[src/inc/gpio_cde_pkg.sv]
`default_nettype none
package gpio_cde_pkg;

   // ****************************************************************
   // Address map
   // ****************************************************************
   localparam logic [7:0] IO_SPACE_BASE = 8'h20;
   localparam logic [7:0] EXT_IO_BASE   = 8'h60;
   localparam logic [7:0] OFF_PIN_C     = 8'h26;
   localparam logic [7:0] OFF_PIN_D     = 8'h29;
   localparam logic [7:0] OFF_DDR_D     = 8'h2A;
   localparam logic [7:0] OFF_PORT_D    = 8'h2B;
   localparam logic [7:0] OFF_PIN_E     = 8'h2C;
   localparam logic [7:0] OFF_DDR_E     = 8'h2D;
   localparam logic [7:0] OFF_PORT_E    = 8'h2E;

   // ****************************************************************
   // Widths and reset values
   // ****************************************************************
   localparam int unsigned PORT_C_WIDTH = 7;
   localparam int unsigned PORT_D_WIDTH = 8;
   localparam int unsigned PORT_E_WIDTH = 4;
   localparam logic [7:0]  RST_DDR_D    = 8'h00;
   localparam logic [7:0]  RST_PORT_D   = 8'h00;
   localparam logic [3:0]  RST_DDR_E    = 4'h0;
   localparam logic [3:0]  RST_PORT_E   = 4'h0;
   localparam logic [7:0]  RST_RDATA    = 8'h00;
   localparam logic [7:0]  RST_SYNC     = 8'h00;

   typedef enum logic [2:0] {
      SEL_NONE,
      SEL_PIN_C,
      SEL_PIN_D,
      SEL_DDR_D,
      SEL_PORT_D,
      SEL_PIN_E,
      SEL_DDR_E,
      SEL_PORT_E
   } reg_sel_e;

   // ****************************************************************
   // Decoding helpers
   // ****************************************************************
   function automatic reg_sel_e decode_offset(input logic [7:0] off);
      reg_sel_e sel;
      sel = SEL_NONE;
      case (off)
         OFF_PIN_C:  sel = SEL_PIN_C;
         OFF_PIN_D:  sel = SEL_PIN_D;
         OFF_DDR_D:  sel = SEL_DDR_D;
         OFF_PORT_D: sel = SEL_PORT_D;
         OFF_PIN_E:  sel = SEL_PIN_E;
         OFF_DDR_E:  sel = SEL_DDR_E;
         OFF_PORT_E: sel = SEL_PORT_E;
         default:    sel = SEL_NONE;
      endcase
      return sel;
   endfunction

   function automatic logic [7:0] io_to_data(input logic [5:0] io_addr);
      return {2'b00, io_addr} + IO_SPACE_BASE;
   endfunction

endpackage
`default_nettype wire

[src/hdl/gpio_ports_c_d_e_regs.sv]
`timescale 1ns/1ps
`default_nettype none
module gpio_ports_c_d_e_regs
(
   input  wire logic        clk_sys_i,
   input  wire logic        rst_n_i,
   input  wire logic [7:0]  ds_addr_i,
   input  wire logic        ds_wr_i,
   input  wire logic        ds_rd_i,
   input  wire logic [7:0]  ds_wdata_i,
   input  wire logic [5:0]  io_addr_i,
   input  wire logic        io_wr_i,
   input  wire logic        io_rd_i,
   input  wire logic [7:0]  io_wdata_i,
   output logic      [7:0]  rdata_o,
   input  wire logic        vport_sel_e_i,
   input  wire logic        vport_dir_wr_i,
   input  wire logic [7:0]  vport_dir_wdata_i,
   output logic      [7:0]  vport_dir_rdata_o,
   input  wire logic        pull_up_disable_i,
   input  wire logic [6:0]  port_c_pin_i,
   input  wire logic [7:0]  port_d_pin_i,
   output logic      [7:0]  port_d_out_o,
   output logic      [7:0]  port_d_oe_n_o,
   output logic      [7:0]  port_d_pull_up_o,
   input  wire logic [3:0]  port_e_pin_i,
   output logic      [3:0]  port_e_out_o,
   output logic      [3:0]  port_e_oe_n_o,
   output logic      [3:0]  port_e_pull_up_o
);
   import gpio_cde_pkg::*;

   // ****************************************************************
   // Pin synchronisers
   // ****************************************************************
   logic [6:0] port_c_pin_level_bit;
   logic [7:0] port_d_pin_level_bit;
   logic [3:0] port_e_pin_level_bits;

   pin_sync #(.WIDTH(PORT_C_WIDTH)) u_sync_c
   (
      .clk_sys_i (clk_sys_i),
      .rst_n_i   (rst_n_i),
      .pin_i     (port_c_pin_i),
      .sync_o    (port_c_pin_level_bit)
   );

   pin_sync #(.WIDTH(PORT_D_WIDTH)) u_sync_d
   (
      .clk_sys_i (clk_sys_i),
      .rst_n_i   (rst_n_i),
      .pin_i     (port_d_pin_i),
      .sync_o    (port_d_pin_level_bit)
   );

   pin_sync #(.WIDTH(PORT_E_WIDTH)) u_sync_e
   (
      .clk_sys_i (clk_sys_i),
      .rst_n_i   (rst_n_i),
      .pin_i     (port_e_pin_i),
      .sync_o    (port_e_pin_level_bits)
   );

   // ****************************************************************
   // Access merging
   // ****************************************************************
   // A data-space access owns the cycle; a port-mapped access in the
   // same cycle is dropped, since the core never issues both at once.
   logic       ds_act;
   logic       acc_wr;
   logic       acc_rd;
   logic [7:0] acc_addr;
   logic [7:0] acc_wdata;
   reg_sel_e   acc_sel;

   assign ds_act    = ds_wr_i | ds_rd_i;
   assign acc_wr    = ds_act ? ds_wr_i : io_wr_i;
   assign acc_rd    = ds_act ? ds_rd_i : io_rd_i;
   // The 6-bit port-mapped address cannot reach 0x60 and above.
   assign acc_addr  = ds_act ? ds_addr_i : io_to_data(io_addr_i);
   assign acc_wdata = ds_act ? ds_wdata_i : io_wdata_i;
   assign acc_sel   = decode_offset(acc_addr);

   // ****************************************************************
   // Register file
   // ****************************************************************
   logic [7:0] ddr_d_q;
   logic [7:0] ddr_d_d;
   logic [7:0] port_d_q;
   logic [7:0] port_d_d;
   logic [3:0] ddr_e_q;
   logic [3:0] ddr_e_d;
   logic [3:0] port_e_q;
   logic [3:0] port_e_d;
   logic [7:0] rdata_q;
   logic [7:0] rdata_d;

   always_comb
   begin
      ddr_d_d  = ddr_d_q;
      port_d_d = port_d_q;
      ddr_e_d  = ddr_e_q;
      port_e_d = port_e_q;
      rdata_d  = rdata_q;
      if (acc_wr)
      begin
         unique case (acc_sel)
            SEL_NONE:   ddr_d_d = ddr_d_q;
            // Port C has no output latch here, so its toggle is a no-op.
            SEL_PIN_C:  ddr_d_d = ddr_d_q;
            SEL_PIN_D:  port_d_d = port_d_q ^ acc_wdata;
            SEL_DDR_D:  ddr_d_d = acc_wdata;
            SEL_PORT_D: port_d_d = acc_wdata;
            SEL_PIN_E:  port_e_d = port_e_q ^ acc_wdata[3:0];
            SEL_DDR_E:  ddr_e_d = acc_wdata[3:0];
            SEL_PORT_E: port_e_d = acc_wdata[3:0];
         endcase
      end
      // A virtual-port write lands last, so it wins a same-cycle clash.
      if (vport_dir_wr_i)
      begin
         if (vport_sel_e_i)
         begin
            ddr_e_d = vport_dir_wdata_i[3:0];
         end
         else
         begin
            ddr_d_d = vport_dir_wdata_i;
         end
      end
      if (acc_rd)
      begin
         unique case (acc_sel)
            SEL_NONE:   rdata_d = 8'h00;
            SEL_PIN_C:  rdata_d = {1'b0, port_c_pin_level_bit};
            SEL_PIN_D:  rdata_d = port_d_pin_level_bit;
            SEL_DDR_D:  rdata_d = ddr_d_q;
            SEL_PORT_D: rdata_d = port_d_q;
            SEL_PIN_E:  rdata_d = {4'h0, port_e_pin_level_bits};
            SEL_DDR_E:  rdata_d = {4'h0, ddr_e_q};
            SEL_PORT_E: rdata_d = {4'h0, port_e_q};
         endcase
      end
   end

   always_ff @(posedge clk_sys_i or negedge rst_n_i)
   begin
      if (!rst_n_i)
      begin
         ddr_d_q  <= RST_DDR_D;
         port_d_q <= RST_PORT_D;
         ddr_e_q  <= RST_DDR_E;
         port_e_q <= RST_PORT_E;
         rdata_q  <= RST_RDATA;
      end
      else
      begin
         ddr_d_q  <= ddr_d_d;
         port_d_q <= port_d_d;
         ddr_e_q  <= ddr_e_d;
         port_e_q <= port_e_d;
         rdata_q  <= rdata_d;
      end
   end

   // ****************************************************************
   // Pin drivers
   // ****************************************************************
   assign rdata_o           = rdata_q;
   assign vport_dir_rdata_o = vport_sel_e_i ? {4'h0, ddr_e_q} : ddr_d_q;
   assign port_d_out_o      = port_d_q;
   assign port_e_out_o      = port_e_q;
   assign port_d_oe_n_o     = ~ddr_d_q;
   assign port_e_oe_n_o     = ~ddr_e_q;
   assign port_d_pull_up_o  = ~ddr_d_q & port_d_q & {8{~pull_up_disable_i}};
   assign port_e_pull_up_o  = ~ddr_e_q & port_e_q & {4{~pull_up_disable_i}};

   // ****************************************************************
   // Assertions
   // ****************************************************************
   ddr_d_write_a: assert property
      (@(posedge clk_sys_i) disable iff (!rst_n_i)
       (ds_wr_i && ds_addr_i == OFF_DDR_D && !vport_dir_wr_i)
       |=> (port_d_oe_n_o == ~$past(ds_wdata_i)))
      else $error("Port D direction write not applied.");

   io_alias_a: assert property
      (@(posedge clk_sys_i) disable iff (!rst_n_i)
       (!ds_wr_i && !ds_rd_i && io_wr_i && io_addr_i == 6'h0B)
       |=> (port_d_out_o == $past(io_wdata_i)))
      else $error("Port-mapped alias of port D latch failed.");

   toggle_d_a: assert property
      (@(posedge clk_sys_i) disable iff (!rst_n_i)
       (ds_wr_i && ds_addr_i == OFF_PIN_D)
       |=> (port_d_out_o == ($past(port_d_out_o) ^ $past(ds_wdata_i))))
      else $error("Port D pin write did not toggle the latch.");

   toggle_e_a: assert property
      (@(posedge clk_sys_i) disable iff (!rst_n_i)
       (ds_wr_i && ds_addr_i == OFF_PIN_E)
       |=> (port_e_out_o == ($past(port_e_out_o) ^ $past(ds_wdata_i[3:0]))))
      else $error("Port E pin write did not toggle the latch.");

   pin_read_d_a: assert property
      (@(posedge clk_sys_i) disable iff (!rst_n_i)
       (ds_rd_i && ds_addr_i == OFF_PIN_D && $past(rst_n_i, 2))
       |=> (rdata_o == $past(port_d_pin_i, 3)))
      else $error("Port D pin read not two stages behind the pins.");

   pin_c_top_a: assert property
      (@(posedge clk_sys_i) disable iff (!rst_n_i)
       (ds_rd_i && ds_addr_i == OFF_PIN_C) |=> (rdata_o[7] == 1'b0))
      else $error("Port C pin read shows bit 7 set.");

   e_upper_zero_a: assert property
      (@(posedge clk_sys_i) disable iff (!rst_n_i)
       (ds_rd_i && ds_addr_i == OFF_PORT_E)
       |=> (rdata_o == {4'h0, port_e_out_o}))
      else $error("Port E latch read wrong.");

   pull_up_off_a: assert property
      (@(posedge clk_sys_i) disable iff (!rst_n_i)
       pull_up_disable_i |-> (port_d_pull_up_o == 8'h00 && port_e_pull_up_o == 4'h0))
      else $error("Pull-up on while disabled.");

   vport_dir_a: assert property
      (@(posedge clk_sys_i) disable iff (!rst_n_i)
       (vport_dir_wr_i && vport_sel_e_i)
       |=> (port_e_oe_n_o == ~$past(vport_dir_wdata_i[3:0])))
      else $error("Virtual direction write did not reach port E.");

   unmapped_a: assert property
      (@(posedge clk_sys_i) disable iff (!rst_n_i)
       (ds_rd_i && ds_addr_i == OFF_PORT_D - IO_SPACE_BASE) |=> (rdata_o == 8'h00))
      else $error("Data-space access to the port-mapped number decoded.");

endmodule
`default_nettype wire

[src/hdl/pin_sync.sv]
`timescale 1ns/1ps
`default_nettype none
module pin_sync
#(
   parameter int unsigned WIDTH = 8
)
(
   input  wire logic             clk_sys_i,
   input  wire logic             rst_n_i,
   input  wire logic [WIDTH-1:0] pin_i,
   output logic      [WIDTH-1:0] sync_o
);
   import gpio_cde_pkg::*;

   logic [WIDTH-1:0] meta_q;
   logic [WIDTH-1:0] meta_d;
   logic [WIDTH-1:0] stable_q;
   logic [WIDTH-1:0] stable_d;

   // The first stage feeds only the second one, so a metastable level
   // never reaches the read path.
   always_comb
   begin
      meta_d   = pin_i;
      stable_d = meta_q;
   end

   always_ff @(posedge clk_sys_i or negedge rst_n_i)
   begin
      if (!rst_n_i)
      begin
         meta_q   <= RST_SYNC[WIDTH-1:0];
         stable_q <= RST_SYNC[WIDTH-1:0];
      end
      else
      begin
         meta_q   <= meta_d;
         stable_q <= stable_d;
      end
   end

   assign sync_o = stable_q;

endmodule
`default_nettype wire

[config.mk]
export PLATFORM = sky130hd
export DESIGN_NAME = gpio_ports_c_d_e_regs
export DESIGN_NICKNAME = d
export VERILOG_FILES = /design/src/inc/gpio_cde_pkg.sv /design/src/hdl/gpio_ports_c_d_e_regs.sv /design/src/hdl/pin_sync.sv
export SDC_FILE = /design/constraint.sdc
export NUM_CORES = 1
export LEC_CHECK = 0
export BUFFER_PORTS_ARGS = -buffer_cell sky130_fd_sc_hd__clkbuf_2
export CAP_MARGIN = 30
export CORE_ASPECT_RATIO = 0.5
export CORE_MARGIN = 2
export CORE_UTILIZATION = 40
export DETAILED_ROUTE_END_ITERATION = 7
export PLACE_DENSITY = 0.77
export SLEW_MARGIN = 20
export SYNTH_ARGS = -nofsm -noshare
export SYNTH_HDL_FRONTEND = slang
export SYNTH_SLANG_ARGS = --single-unit
[constraint.sdc]
create_clock -name clk_sys_i -period 3.4 [get_ports clk_sys_i]
set_input_delay 0.68 -clock clk_sys_i [delete_from_list [all_inputs] [get_ports clk_sys_i]]
set_output_delay 0.68 -clock clk_sys_i [all_outputs]
set_load 0.05 [all_outputs]
==> results.yml <==
timing:
  setup_tns_ps: 0
  period_minus_slack_ps: 2780
  tightest_slew_ps: 835
  clock.fmax_mhz: 360
  finalCritPeriodShare_pct: 81.7
  rsz0062_at_grt: "no"
  finClkSkew_ps: 5.57
  finalSetupViolations: 0
  finalHoldViolations: 0
  slew_headroom_pct: 43.8
  slew_viol_final: 0
cts:
  clk_pin_slew_ps: 60
  cts-root-buf: "clkbuf_16"
  cts_sinks: 70
  numCtsBuffers: 9
  worst_skew_pair.late_latency_ps: 330
  hold_buffers: 0
  cts_tree: "built"
  htree_levels: 3
  post-cts-setup-buffers: 0
  cts-resized-gates: 0
  clockBufferDepth: 2
floorplanning:
  start_util_pct: 41.4
  ios: 118
  num_rows: 23
  design.core.area_mm2: 0.00803
  die-width_um: 133
  die_h_um: 68.5
  die_area_mm2: 0.00910
worst_hold_path:
  worstHoldEndpoint: "u_sync_d.sync_o[6]"
  hold_path.class: "register to register"
  hold_depth: 0
  min_from: "u_sync_d.meta_q[6]"
critical_path:
  path_class: "input port to register"
  required_ps: 3640
  rrSetupSlack_ps: 2110
  path_max_fanout: 17
  ff2ff_path_depth: 4
  worstSetupStartpointType: "input port"
  r2r-end: "rdata_o[3]"
  cp-end-kind: "register"
  reg2reg_from: "port_d_out_o[3]"
  critPathArrivalTime_ps: 3020
pwr:
  comb_power_share_pct: 21.9
  p_per_area_mw_per_mm2: 584
  p_clk_share_pct: 39.7
  leakagePower_nw: 2.13
  peakVddDrop_mv: 0.272
  p_sw_w: 0.000829
  p_int_w: 0.00170
  p_seq_share_pct: 38.4
  sw_frac_of_total_pct: 32.8
route:
  vias_per_cell: 5.25
  final_antenna_net_count: 0
  routed_wl_um: 9210
  drc: 0
  drt_first_pass_iters: 6
  wl_per_cell_um: 16.3
  num_vias: 2962
  drt_iter0_drc: 245
yosys:
  seq_area_frac_synth_pct: 52.7
  ys_seq_elements: 70
  ys_warn_count: 0
  synth_nets: 394
  syn_avg_cell_area_um2: 10.1
  syn_area_mm2: 0.00332
  ys_types: 45
  synthCells: 328
place:
  gp_congestion: 0.873
  io_buffer_count: 117
  place_area_mm2: 0.00400
  hpwlAfterDp_um: 6600
finish:
  fin_nets: 513
  syn2layout_area_growth_pct: 30.3
  drive_above_1_share_pct: 32.3
  fill_cells: 705
  multi_input_area_mm2: 0.00144
  diodes: 0
  final_area_mm2: 0.00433
  seqCellArea_mm2: 0.00175
grt:
  grt_antenna_before_repair: 0
  grt_usage_pct: 20.8
  grt_pass1_wl_um: 14200
  first_global_vias: 2754
  grt_max_degree: 71
  grt.overflow.total: 0
flow_run:
  drv_cap: 0
outcome:
  run_status: "finished, final reports clean"
[Yosys cell counts]
master	count	area (µm²)
a22oi_1	16	120
nand2_1	62	233
nor2b_1	12	75.1
o31ai_4	1	21.3
dfrtp_1	70	1750
buf_4	1	7.51
nor2_1	14	52.6
a21oi_1	11	55.1
o211ai_1	1	7.51
nor3b_1	13	97.6
clkbuf_1	5	18.8
o21ai_0	21	105
a221oi_1	7	61.3
o211a_1	1	10.0
nand3_1	5	25.0
nand2_2	1	6.26
nand4b_2	1	15.0
a21boi_1	1	7.51
o21ai_4	1	16.3
mux2i_1	16	160
or4b_1	1	10.0
or4_1	1	7.51
and2_4	1	8.76
buf_2	4	20.0
o221ai_1	5	43.8
buf_6	2	22.5
o31ai_1	1	7.51
nor3_4	1	16.3
nor4_4	1	21.3
a31o_2	1	8.76
or2_1	2	12.5
a31oi_1	2	12.5
nand2b_1	2	12.5
a21boi_2	1	11.3
nor3_1	1	5.00
or3_1	2	12.5
xor2_1	4	35.0
nor4b_2	1	15.0
o21ai_1	5	25.0
a32oi_1	2	17.5
a21o_1	1	7.51
buf_1	1	3.75
inv_1	17	63.8
xnor2_1	8	70.1
and2_1	1	6.26
[power groups by stage]
stage	logic, W	registers (W)	clock network, W
global route	0.000593	0.000977	0.00105
CTS	0.000553	0.000968	0.00102
finish	0.000553	0.000970	0.00100
detailed placement	0.000550	0.000982	0
global placement	0.000544	0.000979	0
floorplan	0.000299	0.00105	0
[worst max-delay path, stage by stage]
cell      delay (ps)
clkbuf_2         210
or2_1            600
a32oi_1          250
nand2b_1         260
nor2_1           620
a221oi_1         210
a22oi_1          190
[stage by stage]
stage                     setup WS, ps  total power [W]  hold slack, ps  utilization, %  cells
after floorplan                    686          0.00135             331               -    328
after global placement             434          0.00152             334            49.8    547
after detailed placement           334          0.00153             335            49.8    547
after CTS                          642          0.00254             343            53.8    563
after global routing               428          0.00262             353            53.9    564
final                              623          0.00253             342            53.9    564
[metal layers]
layer | vias to the layer above | GRT usage [%] | part of all wire (%)
li1 | 1385 | - | -
met3 | 24 | 5.11 | 8.4
met5 | - | 0 | 0
met4 | 0 | 9.54 | 2.4
met2 | 130 | 33.7 | 47
met1 | 1423 | 27.2 | 42
[area by class of cell]
class | instances | share of cell area [%]
multi-input combinational | 228 | 33.2
timing repair buffer | 121 | 14.2
tap | 112 | 3.24
clock buffer | 10 | 5.29
sequential | 70 | 40.5
clock inverter | 6 | 2.17
inverter | 17 | 1.47
[state kept, by name (all words and copies together), names as in the netlist]
| register | count |
|---|---|
| rdata_o | 8 |
| ddr_d_q | 8 |
| port_d_out_o | 8 |
| port_e_out_o | 4 |
| u_sync_c.meta_q | 7 |
| u_sync_e.meta_q | 4 |
| u_sync_c.sync_o | 7 |
| u_sync_e.sync_o | 4 |
| u_sync_d.sync_o | 8 |
| u_sync_d.meta_q | 8 |
| ddr_e_q | 4 |
[placed cells by master (no fill, tap or decap), types with 5 or more instances in the layout]
master and n:
inv_1 17, a221oi_1 7, nand3_1 5, nor3b_1 13, nor2_1 14, o221ai_1 5, clkbuf_2 116, nor2b_1 12
o21ai_0 21, xnor2_1 8, mux2i_1 16, a22oi_1 16, o21ai_1 5, nand2_1 62, a21oi_1 11, clkbuf_16 9
dfrtp_1 70
[how the worst max path moves through the flow]
stage,from,end,cells after the start
2_1_floorplan,pull_up_disable_i,port_d_pull_up_o[0],2
3_3_place_gp,ds_wr_i,ddr_d_q[6],7
3_5_place_dp,ds_wr_i,ddr_d_q[5],7
4_1_cts,ds_wr_i,ddr_d_q[6],7
5_1_grt,ds_wr_i,rdata_o[3],7
6_report,ds_wr_i,rdata_o[0],7
[cells by family (layout without fill, tap and decap cells)]
kind of cell,after synthesis,in the layout,share of synthesized area [%]
AND/OR/NAND/NOR,122,122,19.0
AO/OA/AOI/OAI,78,78,16.2
flip-flops,70,70,52.7
buffers and inverters,30,154,4.10
multiplexers,16,16,4.82
XOR/XNOR,12,12,3.16
Power figures use the tool's default switching activity.
